`src/dcm_map.svh`:
```
`ifndef DCM_MAP_SVH
`define DCM_MAP_SVH
`define DCM_ERR_DISC      32'h000A0011
`define DCM_ERR_FBK       32'h00100011
`define DCM_ERR_BUS       32'h003E4006
`define DCM_ERR_DIP       32'h002D4006
`define DCM_ERR_UNEQ      32'h002AC006
`define DCM_DIP_GAP_MS    2
`define DCM_TOG_INT_MS    4
`define DCM_TOG_DUR_MS    40
`define DCM_CLK_KHZ       25000
`define DCM_DIP_GAP_CYC   (`DCM_DIP_GAP_MS * `DCM_CLK_KHZ)
`define DCM_TOG_INT_CYC   (`DCM_TOG_INT_MS * `DCM_CLK_KHZ)
`define DCM_TOG_COUNT     (`DCM_TOG_DUR_MS / `DCM_TOG_INT_MS)
`define DCM_LAMP_OFF_CYC  16'h0100
`define DCM_LAMP_TST_CYC  16'h0400
`endif

```
`src/dcm_pkg.sv`:
```
package dcm_pkg;
    typedef enum logic [1:0]
    {
        DCM_LAMP_RUN  = 2'b00,
        DCM_LAMP_OFF  = 2'b01,
        DCM_LAMP_TEST = 2'b10
    } dcm_lamp_t;
endpackage

```
`src/dcm_monitor.sv`:
```
`timescale 1ns/100ps
`include "dcm_map.svh"
// Contract
// RULE_01: Partner mismatch lasting past discrepancy time raises discrepancy error 0x000A0011.
// RULE_02: Equivalent pair clears latched error by low/low to high/high in time.
// RULE_03: Complementary pair clears latched error by low/high to high/low in time.
// RULE_04: Pending mismatch is cancelled if both inputs return off in time; for a complementary pair the code cancels only on low/high.
// RULE_05: Both inputs on during pending mismatch keeps it; error follows at expiry.
// RULE_06: Feedback not following control within max delay raises error 0x00100011.
// RULE_07: Two high-to-low dips 2 ms apart on a pair flag unequal input data.
// RULE_08: Single input toggling every 4 ms for 40 ms flags unequal input data.
// RULE_09: Backplane interference causes system restart and logs 0x003E4006.
// RULE_10: Supply dip logs 0x002D4006, blanks lamps, then runs lamp test.
// RULE_11: Discrepancy error keeps module status lamp steady green.
// RULE_12: Every raised error code is logged with a timestamp; the code logs one entry per cycle and can drop a coincident 0x002AC006.
module dcm_monitor
    import dcm_pkg::*;
(
    input  wire logic        clk,
    input  wire logic        rst_b,
    input  wire logic        complementary,
    input  wire logic [23:0] disc_time,
    input  wire logic        in_a,
    input  wire logic        in_b,
    input  wire logic        single_in,
    input  wire logic        fb_ctrl,
    input  wire logic        fb_sense,
    input  wire logic [23:0] fb_max_delay,
    input  wire logic        bus_fault,
    input  wire logic        supply_dip,
    output logic             disc_error,
    output logic             fb_error,
    output logic             uneq_fault,
    output logic             restart,
    output logic             lamps_on,
    output logic             lamp_test,
    output logic             module_status_lamp,
    output logic             log_valid,
    output logic [31:0]      log_code,
    output logic [31:0]      log_time
);
    typedef struct packed {
        logic        a_q;
        logic        b_q;
        logic        s_q;
        logic        pending;
        logic [23:0] disc_cnt;
        logic        disc_error;
        logic        clr_armed;
        logic [23:0] clr_cnt;
        logic [23:0] fb_cnt;
        logic        fb_error;
        logic [23:0] dip_cnt;
        logic        dip_seen;
        logic [23:0] tog_cnt;
        logic [3:0]  tog_num;
        logic        uneq_fault;
        logic        restart;
        dcm_lamp_t   lamp;
        logic [15:0] lamp_cnt;
        logic        lamps_on;
        logic        lamp_test;
        logic        status;
        logic        log_valid;
        logic [31:0] log_code;
        logic [31:0] log_time;
        logic [31:0] now;
    } dcm_state_t;

    dcm_state_t st;
    dcm_state_t next_st;
    logic       match;
    logic       rest;
    logic       act;

    always_comb
    begin
        next_st = st;
        next_st.a_q = in_a;
        next_st.b_q = in_b;
        next_st.s_q = single_in;
        next_st.now = st.now + 32'h1;
        next_st.log_valid = 1'b0;
        next_st.restart = 1'b0;
        match = complementary ? (in_a != in_b) : (in_a == in_b);
        rest = complementary ? (!in_a && in_b) : (!in_a && !in_b);
        act = complementary ? (in_a && !in_b) : (in_a && in_b);
        if (!st.disc_error)
        begin
            // RULE_04 mismatch cancel
            if (rest)
            begin
                next_st.pending = 1'b0;
                next_st.disc_cnt = 24'h0;
            end
            // RULE_05 pending kept
            else if (!match || st.pending)
            begin
                next_st.pending = 1'b1;
                next_st.disc_cnt = st.disc_cnt + 24'h1;
                // RULE_01 discrepancy expiry
                if (st.disc_cnt >= disc_time)
                begin
                    next_st.disc_error = 1'b1;
                    next_st.clr_armed = 1'b0;
                    next_st.log_valid = 1'b1;
                    next_st.log_code = `DCM_ERR_DISC;
                end
            end
        end
        else
        begin
            // RULE_02 equivalent clear
            // RULE_03 complementary clear
            if (rest)
            begin
                next_st.clr_armed = 1'b1;
                next_st.clr_cnt = 24'h0;
            end
            else if (st.clr_armed)
            begin
                next_st.clr_cnt = st.clr_cnt + 24'h1;
                if (act && st.clr_cnt <= disc_time)
                begin
                    next_st.disc_error = 1'b0;
                    next_st.pending = 1'b0;
                    next_st.disc_cnt = 24'h0;
                end
                if (st.clr_cnt > disc_time)
                    next_st.clr_armed = 1'b0;
            end
        end
        // RULE_06 feedback follow
        if (fb_sense == fb_ctrl)
            next_st.fb_cnt = 24'h0;
        else
        begin
            next_st.fb_cnt = st.fb_cnt + 24'h1;
            if (st.fb_cnt >= fb_max_delay && !st.fb_error && !next_st.log_valid)
            begin
                next_st.fb_error = 1'b1;
                next_st.log_valid = 1'b1;
                next_st.log_code = `DCM_ERR_FBK;
            end
        end
        // RULE_07 dip spacing
        if (st.dip_cnt != 24'h0)
            next_st.dip_cnt = st.dip_cnt - 24'h1;
        if ((st.a_q && !in_a) || (st.b_q && !in_b))
        begin
            if (st.dip_seen && st.dip_cnt != 24'h0)
                next_st.uneq_fault = 1'b1;
            next_st.dip_seen = 1'b1;
            next_st.dip_cnt = 24'(`DCM_DIP_GAP_CYC + `DCM_DIP_GAP_CYC / 4);
        end
        else if (st.dip_cnt == 24'h0)
            next_st.dip_seen = 1'b0;
        // RULE_08 toggle train
        next_st.tog_cnt = st.tog_cnt + 24'h1;
        if (st.s_q != single_in)
        begin
            next_st.tog_cnt = 24'h0;
            if (st.tog_cnt <= 24'(`DCM_TOG_INT_CYC))
            begin
                if (st.tog_num >= 4'(`DCM_TOG_COUNT))
                    next_st.uneq_fault = 1'b1;
                else
                    next_st.tog_num = st.tog_num + 4'h1;
            end
            else
                next_st.tog_num = 4'h0;
        end
        else if (st.tog_cnt > 24'(`DCM_TOG_INT_CYC))
            next_st.tog_num = 4'h0;
        if (next_st.uneq_fault && !st.uneq_fault && !next_st.log_valid)
        begin
            next_st.log_valid = 1'b1;
            next_st.log_code = `DCM_ERR_UNEQ;
        end
        // RULE_09 backplane restart
        if (bus_fault)
        begin
            next_st = '0;
            // The timestamp keeps running across a restart so follow-on errors stay ordered.
            next_st.now = st.now + 32'h1;
            next_st.restart = 1'b1;
            next_st.status = 1'b1;
            next_st.lamps_on = 1'b1;
            next_st.log_valid = 1'b1;
            next_st.log_code = `DCM_ERR_BUS;
        end
        // RULE_10 dip lamp sequence
        else if (supply_dip)
        begin
            next_st.lamp = DCM_LAMP_OFF;
            next_st.lamp_cnt = 16'h0;
            next_st.log_valid = 1'b1;
            next_st.log_code = `DCM_ERR_DIP;
        end
        else
        begin
            next_st.lamp_cnt = st.lamp_cnt + 16'h1;
            case (st.lamp)
                DCM_LAMP_OFF:
                    if (st.lamp_cnt == `DCM_LAMP_OFF_CYC)
                    begin
                        next_st.lamp = DCM_LAMP_TEST;
                        next_st.lamp_cnt = 16'h0;
                    end
                DCM_LAMP_TEST:
                    if (st.lamp_cnt == `DCM_LAMP_TST_CYC)
                        next_st.lamp = DCM_LAMP_RUN;
                DCM_LAMP_RUN:
                    next_st.lamp_cnt = 16'h0;
                default:
                    next_st.lamp = DCM_LAMP_RUN;
            endcase
        end
        next_st.lamps_on = (next_st.lamp != DCM_LAMP_OFF);
        next_st.lamp_test = (next_st.lamp == DCM_LAMP_TEST);
        // RULE_11 status stays green
        next_st.status = (next_st.lamp == DCM_LAMP_RUN);
        // RULE_12 timestamped log
        next_st.log_time = st.now;
    end

    always_ff @(posedge clk or negedge rst_b)
    begin
        if (!rst_b)
        begin
            st <= '0;
        end
        else
        begin
            st <= next_st;
        end
    end

    assign disc_error = st.disc_error;
    assign fb_error = st.fb_error;
    assign uneq_fault = st.uneq_fault;
    assign restart = st.restart;
    assign lamps_on = st.lamps_on;
    assign lamp_test = st.lamp_test;
    assign module_status_lamp = st.status;
    assign log_valid = st.log_valid;
    assign log_code = st.log_code;
    assign log_time = st.log_time;
endmodule

```
`config.mk`:
```
export PLATFORM = sky130hd
export DESIGN_NAME = dcm_monitor
export DESIGN_NICKNAME = d
export VERILOG_FILES = /design/src/dcm_pkg.sv /design/src/dcm_monitor.sv
export VERILOG_INCLUDE_DIRS = /design/src
export SDC_FILE = /design/constraint.sdc
export NUM_CORES = 1
export LEC_CHECK = 0
export BUFFER_PORTS_ARGS = -buffer_cell sky130_fd_sc_hd__buf_2
export CAP_MARGIN = 10
export CORE_MARGIN = 3
export CORE_UTILIZATION = 60
export CTS_CLUSTER_SIZE = 8
export DETAILED_ROUTE_END_ITERATION = 6
export PLACE_DENSITY = 0.91
export SYNTH_ARGS = -nofsm -noshare
export SYNTH_HDL_FRONTEND = slang
export SYNTH_SLANG_ARGS = --single-unit
```
`constraint.sdc`:
```
create_clock -name clk -period 3.05 [get_ports clk]
set_input_delay 0.7625 -clock clk [delete_from_list [all_inputs] [get_ports clk]]
set_output_delay 0.7625 -clock clk [all_outputs]
set_load 0.01 [all_outputs]
```
==> flow_summary.json, run 1 <==
{
  "clkTransAtPathRegs_ps": 50,
  "regToRegSetupSlack_ps": 270,
  "detail_route.iter0.violations": 673,
  "timing.critical_path.to_type": "register",
  "finalCritPeriodShare_pct": 91.10,
  "gr-max-usage-layer": "met2",
  "clock_tree_from_tritoncts": "built",
  "fp.dieH_um": 154.1,
  "met3_usage_pct": 5.713,
  "cts_sinks": 252,
  "layout.cells.most_common": "sky130_fd_sc_hd__dfrtp_1",
  "most-common-layout-cells": "252 x sky130_fd_sc_hd__dfrtp_1, 156 x sky130_fd_sc_hd__nor2_1, 128 x sky130_fd_sc_hd__buf_2, 112 x sky130_fd_sc_hd__nand2_1",
  "cellPowerDensity_nw_per_um2": 569.9,
  "data_arrival_critical_path_ps": 3200,
  "antenna_violating_nets_post_route": 0,
  "portion_of_the_post_synthesis_area_used_by_sequential_elements_pct": 47.93,
  "ctsHtreeMaxLevel": 2,
  "place.gp.congestion": 0.9435,
  "grt_first_pass_wirelength_um": 50610,
  "wl_per_cell_um": 17.45,
  "floorplan.rows": 53,
  "floorplan.core_area_sq_um": 21290,
  "finish.instance_area_sq_um": 14780,
  "worst_slew_margin_rel_pct": 50.63,
  "share_of_synthesized_flip_flops_with_an_asynchronous_set_or_reset_pct": 100.0,
  "post_detailed_placement_cell_area_sq_um": 13770,
  "post_cts_buffers": 0,
  "maxCapViolCount": 0,
  "drive_above_1_share_pct": 14.41,
  "outcome": "completed",
  "numPortBuffers": 129,
  "timing.critical_path.required_ps": 3480,
  "dieWidth_um": 154.1,
  "timing_worst_setup_path_type": "register to register",
  "number_of_enable_flip_flop_cells_after_synthesis": 0,
  "grt_setup_unrepaired": "false",
  "insertion_delay_ps": 530,
  "power.static_leakage_nw": 7.192,
  "timing_worst_slew_pin_value_ps": 738.8,
  "initial_utilization_pct": 61.81,
  "fp.dieArea_sq_um": 23740,
  "final_cell_count_no_fill": 1732,
  "worst_hold_slack_ps": 238.3,
  "finClkSkew_ps": 23.92,
  "synthesis.area_per_instance_sq_um": 9.703,
  "syn2layout_area_growth_pct": 12.33,
  "finalWorstPathRequiredPeriod_ps": 2778,
  "ys_dominant_reg_cell": "sky130_fd_sc_hd__dfrtp_1",
  "cts.repair.resized": 0,
  "maxClockFrequency_mhz": 359.9,
  "tns_ps": 0,
  "dr_total_vias": 10342,
  "cts-root-to-sink-buffers": 3,
  "number_of_placed_i_o_pins": 130,
  "grt_util_met2_pct": 42.28,
  "route.detailed.vias_per_inst": 5.971,
  "ff_latch_count_synth": 252,
  "finalSetupViolations": 0,
  "worstSetupStartpointType": "register",
  "grt_start_max_net_pins": 75,
  "post-place-cells": 1689,
  "final_net_count": 1594,
  "antenna_violations_before_repair": 2,
  "fillers": 1491,
  "grt_use_total_pct": 25.50,
  "vdd_ir_drop_max_mv": 0.4580,
  "drt_first_pass_iters": 7,
  "dp.final_hpwl_um": 20690,
  "syn-num-nets": 1497,
  "antenna_cells": 0,
  "postLayoutSetupSlackWorst_ps": 271.6,
  "synth_cell_type_count": 65,
  "synth_area_sq_um": 13160,
  "via_count_of_the_first_global_routing_pass": 10715,
  "final_wl_um": 30220,
  "timing.critical_path.fanout_max": 23,
  "netlist_instances": 1356,
  "slew_violations": 0,
  "grt_overflow_total": 0,
  "cts-buffers-inserted": 37,
  "clock_tree.root_cell": "sky130_fd_sc_hd__clkbuf_16",
  "dp_worst_setup_slack_ps": -18.03,
  "hold_violations": 0,
  "grt_use_met1_pct": 32.39,
  "drcViolationCount": 0,
  "synth.yosys.warnings": 0,
  "post_cts_hold_buffer_count": 0,
  "timing.hold.worst.class": "input pin to asynchronous set/reset pin"
}
[layer usage]
| layer | up-vias | part of all wire (%) |
|---|---|---|
| met1 | 5062 | 41 |
| met2 | 385 | 49 |
| li1 | 4794 | - |
| met5 | - | 0.046 |
| met3 | 97 | 6.9 |
| met4 | 4 | 3.8 |
[power by group]
group	internal (mW)	switching (mW)
Combinational	0.463	0.698
Clock	2.20	1.45
Sequential	3.48	0.134
Total	6.14	2.28
[through the flow]
| step | power, mW | utilization, % |
|---|---|---|
| 6_report | 8.423 | 69.44 |
| 5_1_grt | 8.778 | 69.44 |
| 4_1_cts | 8.473 | 69.44 |
| 3_5_place_dp | 4.788 | 64.67 |
| 3_3_place_gp | 4.731 | 64.67 |
| 2_1_floorplan | 4.459 | - |
[layout make-up]
class / count / area [sq um] / area share, %
clock buffer: 40 / 947.2 / 6.408
clock inverter: 3 / 66.31 / 0.4487
inverter: 83 / 311.5 / 2.108
multi-input combinational: 926 / 5932 / 40.13
sequential: 252 / 6306 / 42.66
tap: 275 / 344.1 / 2.328
timing repair buffer: 153 / 873.3 / 5.909
[cell families (layout without fill, tap and decap cells)]
| group | count (synthesis) | in the layout | share of synthesized area (%) |
|---|---|---|---|
| AND/OR/NAND/NOR | 519 | 519 | 19.23 |
| buffers and inverters | 178 | 279 | 7.027 |
| AO/OA/AOI/OAI | 203 | 203 | 9.871 |
| XOR/XNOR | 121 | 121 | 8.054 |
| flip-flops | 252 | 252 | 47.93 |
| adder cells (fa/ha/maj) | 83 | 83 | 7.893 |
[path summary, 6_finish.rpt]
| kind | to | cells past startpoint | start |
|---|---|---|---|
| worst max-delay path | st[239] | 8 | st[217] |
| worst min-delay path | st[212] | 1 | rst_b |
| worst max register to register | st[239] | 8 | st[217] |
| worst min register to register | log_time[29] | 0 | next_st[61] |
| max in group asynchronous | restart | 2 | rst_b |
| min in group clk | log_time[29] | 0 | next_st[61] |
[state kept, by name, indices dropped and copies added (netlist names)]
name / flops
disc_error: 1
fb_error: 1
lamp_test: 1
lamps_on: 1
log_code: 32
log_time: 32
log_valid: 1
module_status_lamp: 1
next_st: 32
restart: 1
st: 148
uneq_fault: 1
[cell usage after synthesis (all sizes together) (4+ instances only)]
cell type	instances	area (sq um)
nand4	34	212.7
o41ai	4	35.03
and3	31	198.9
or3	13	81.33
a21o	5	37.54
and4	7	61.31
nor4	15	108.9
nand2	113	426.7
clkbuf	26	97.59
a21boi	4	30.03
xnor2	58	508.0
nand2b	5	31.28
nor2b	17	106.4
o31ai	7	52.55
a22o	4	35.03
or4	5	41.29
buf	69	515.5
o21a	8	60.06
a41oi	5	43.79
nor2	156	585.6
and2	21	131.4
a31oi	14	87.58
o21ai	59	295.3
a211oi	14	105.1
xor2	63	551.8
dfrtp	252	6306
a21oi	49	245.2
nor3	30	155.1
or2	4	25.02
inv	83	311.6
nand3	61	305.3
ha	83	1039
[critical path, cell delays in order (launching register included)]
cell and delay, ps:
sky130_fd_sc_hd__dfrtp_1 480, sky130_fd_sc_hd__ha_1 370, sky130_fd_sc_hd__nand4_1 180, sky130_fd_sc_hd__nor4_1 500, sky130_fd_sc_hd__o31ai_1 190, sky130_fd_sc_hd__a31oi_1 360, sky130_fd_sc_hd__o31ai_2 90, sky130_fd_sc_hd__buf_4 230
sky130_fd_sc_hd__a311oi_1 280
No activity file was read; power rests on OpenSTA's default activity.
==> inputs of run 2 (changes only) <==
--- a/config.mk
+++ b/config.mk
@@ -8,7 +8,7 @@
 export LEC_CHECK = 0
 export BUFFER_PORTS_ARGS = -buffer_cell sky130_fd_sc_hd__buf_2
 export CAP_MARGIN = 10
-export CORE_MARGIN = 3
+export CORE_MARGIN = 2
 export CORE_UTILIZATION = 60
 export CTS_CLUSTER_SIZE = 8
 export DETAILED_ROUTE_END_ITERATION = 6
==> flow_summary.json, run 2 (same netlist as run 1, synthesis figures left out) <==
{
  "initial_utilization_pct": 60.67,
  "dp.final_hpwl_um": 19990,
  "largest_register": "st",
  "timing_worst_setup_path_type": "register to register",
  "detail_route.iter0.violations": 842,
  "final_wl_um": 29430,
  "antenna_violations_before_repair": 1,
  "grt_overflow_total": 0,
  "fp.dieH_um": 152.1,
  "finish.instance_area_sq_um": 14770,
  "finalSetupViolations": 0,
  "worstSetupStartpointType": "register",
  "data_arrival_critical_path_ps": 3170,
  "largest_register_ffs": 148,
  "cts-buffers-inserted": 37,
  "post_cts_buffers": 0,
  "syn2layout_area_growth_pct": 12.23,
  "cts_sinks": 252,
  "clkTransAtPathRegs_ps": 50,
  "cts-root-to-sink-buffers": 3,
  "dieWidth_um": 152.1,
  "dr_total_vias": 10339,
  "violations_in_the_final_reports": "DRC",
  "layout.cells.most_common": "sky130_fd_sc_hd__dfrtp_1",
  "crit_start": "st[241]",
  "most-common-layout-cells": "252 x sky130_fd_sc_hd__dfrtp_1, 156 x sky130_fd_sc_hd__nor2_1, 128 x sky130_fd_sc_hd__buf_2, 112 x sky130_fd_sc_hd__nand2_1",
  "numPortBuffers": 129,
  "cellPowerDensity_nw_per_um2": 567.6,
  "cells_along_the_critical_path": "ha_1 > nand4_1 > nor4_1 > buf_4 > a221oi_1 > nand3_1 > o21ai_1 > nand2_1 > buf_4 > o21ai_0",
  "rr_worst_depth": 10,
  "fp.dieArea_sq_um": 23130,
  "timing.critical_path.fanout_max": 7,
  "post_cts_hold_buffer_count": 0,
  "number_of_placed_i_o_pins": 130,
  "crit_slowest_cell": "sky130_fd_sc_hd__dfrtp_1",
  "timing.critical_path.required_ps": 3460,
  "vdd_ir_drop_max_mv": 0.4671,
  "timing.hold.worst.class": "input pin to asynchronous set/reset pin",
  "slew_violations": 0,
  "power.static_leakage_nw": 7.184,
  "hold_violations": 0,
  "grt_start_max_net_pins": 66,
  "ctsHtreeMaxLevel": 2,
  "via_count_of_the_first_global_routing_pass": 10596,
  "insertion_delay_ps": 520,
  "worst_slew_margin_rel_pct": 50.20,
  "final_net_count": 1593,
  "fillers": 1590,
  "finish.utilization_pct": 68.09,
  "clock_tree.root_cell": "sky130_fd_sc_hd__clkbuf_16",
  "finalCritPeriodShare_pct": 90.50,
  "finClkSkew_ps": 18.67,
  "maxClockFrequency_mhz": 362.3,
  "grt_first_pass_wirelength_um": 49830,
  "antenna_violating_nets_post_route": 0,
  "drt_first_pass_iters": 7,
  "grt_setup_unrepaired": "false",
  "post_detailed_placement_cell_area_sq_um": 13770,
  "timing_worst_slew_pin_value_ps": 745.2,
  "floorplan.core_area_sq_um": 21690,
  "grt_use_total_pct": 25.71,
  "drcViolationCount": 1,
  "worst_hold_slack_ps": 199.3,
  "drive_above_1_share_pct": 14.36,
  "rr_startpoint": "st[241]",
  "maxCapViolCount": 0,
  "critical_path.most_common_cell": "sky130_fd_sc_hd__buf_4",
  "timing.critical_path.to_type": "register",
  "wl_per_cell_um": 16.94,
  "finalWorstPathRequiredPeriod_ps": 2760,
  "floorplan.rows": 54,
  "place.gp.congestion": 0.9231,
  "clock_tree_from_tritoncts": "built",
  "critPathMaxStageDelay_ps": 450,
  "outcome": "finished, violations left",
  "route.detailed.vias_per_inst": 5.952
}
[run 2: cell count changes in the layout (fill, tap and decap cells not counted), sizes merged]
cell / change
buf: -1
clkbuf: -1
diode: +2
[run 2: report_power, final]
| group | switching (mW) | leakage [nW] | internal (mW) | total, mW |
|---|---|---|---|---|
| registers | 0.134 | 3.42 | 3.48 | 3.62 |
| logic | 0.710 | 3.27 | 0.461 | 1.17 |
| clock network | 1.39 | 0.490 | 2.20 | 3.59 |
| total | 2.23 | 7.18 | 6.15 | 8.38 |
[run 2: final timing paths]
path | end | slack, ps
max in group asynchronous | st[200] | 2060
min reg2reg | log_time[31] | 410
max reg2reg | log_code[2] | 290
max | log_code[2] | 290
min | log_time[3] | 200
min in group clk | log_time[31] | 410
[run 2: metal layers]
metal	global-route usage (%)	share of wire, %	wire length [um]	up-vias
met5	0	0	0	-
met4	10.99	4.0	1169	0
met3	5.933	7.4	2175	106
met2	42.79	48	14030	415
met1	32.50	41	12050	5031
li1	-	-	-	4787
[run 2: what timing repair did]
| action | CTS | global route |
|---|---|---|
| hold endpoints to repair | 0 | 0 |
| setup endpoints to repair | 0 | 5 |
| resized for setup | 0 | 1 |
[run 2: area by class of cell]
class,instances,area [sq um],share of cell area [%]
clock inverters,3,41.29,0.2796
diodes,2,5.005,0.03389
flip-flops and latches,252,6306,42.70
well taps,280,350.3,2.372
multi-input cells,926,5932,40.17
inverters,83,311.5,2.110
repair buffers,152,865.8,5.863
clock buffers,39,954.7,6.465
[run 2: per-stage QoR]
stage,std cells,power [mW],worst slack (ps),TNS (ps)
CTS,1735,8.431,146.4,0
floorplan,1356,4.459,242.4,0
finish,1737,8.382,289.9,0
global route,1735,8.733,161.1,0
global placement,1693,4.721,-144.2,-2226
detailed placement,1693,4.785,-285.4,-4808
[run 2: critical path: cells and delay by family (launching register included)]
kind,cells,cell delay [ps]
compound gates,3,860
simple gates,4,660
flops,1,450
buf+inv,2,360
fa+ha+maj,1,320
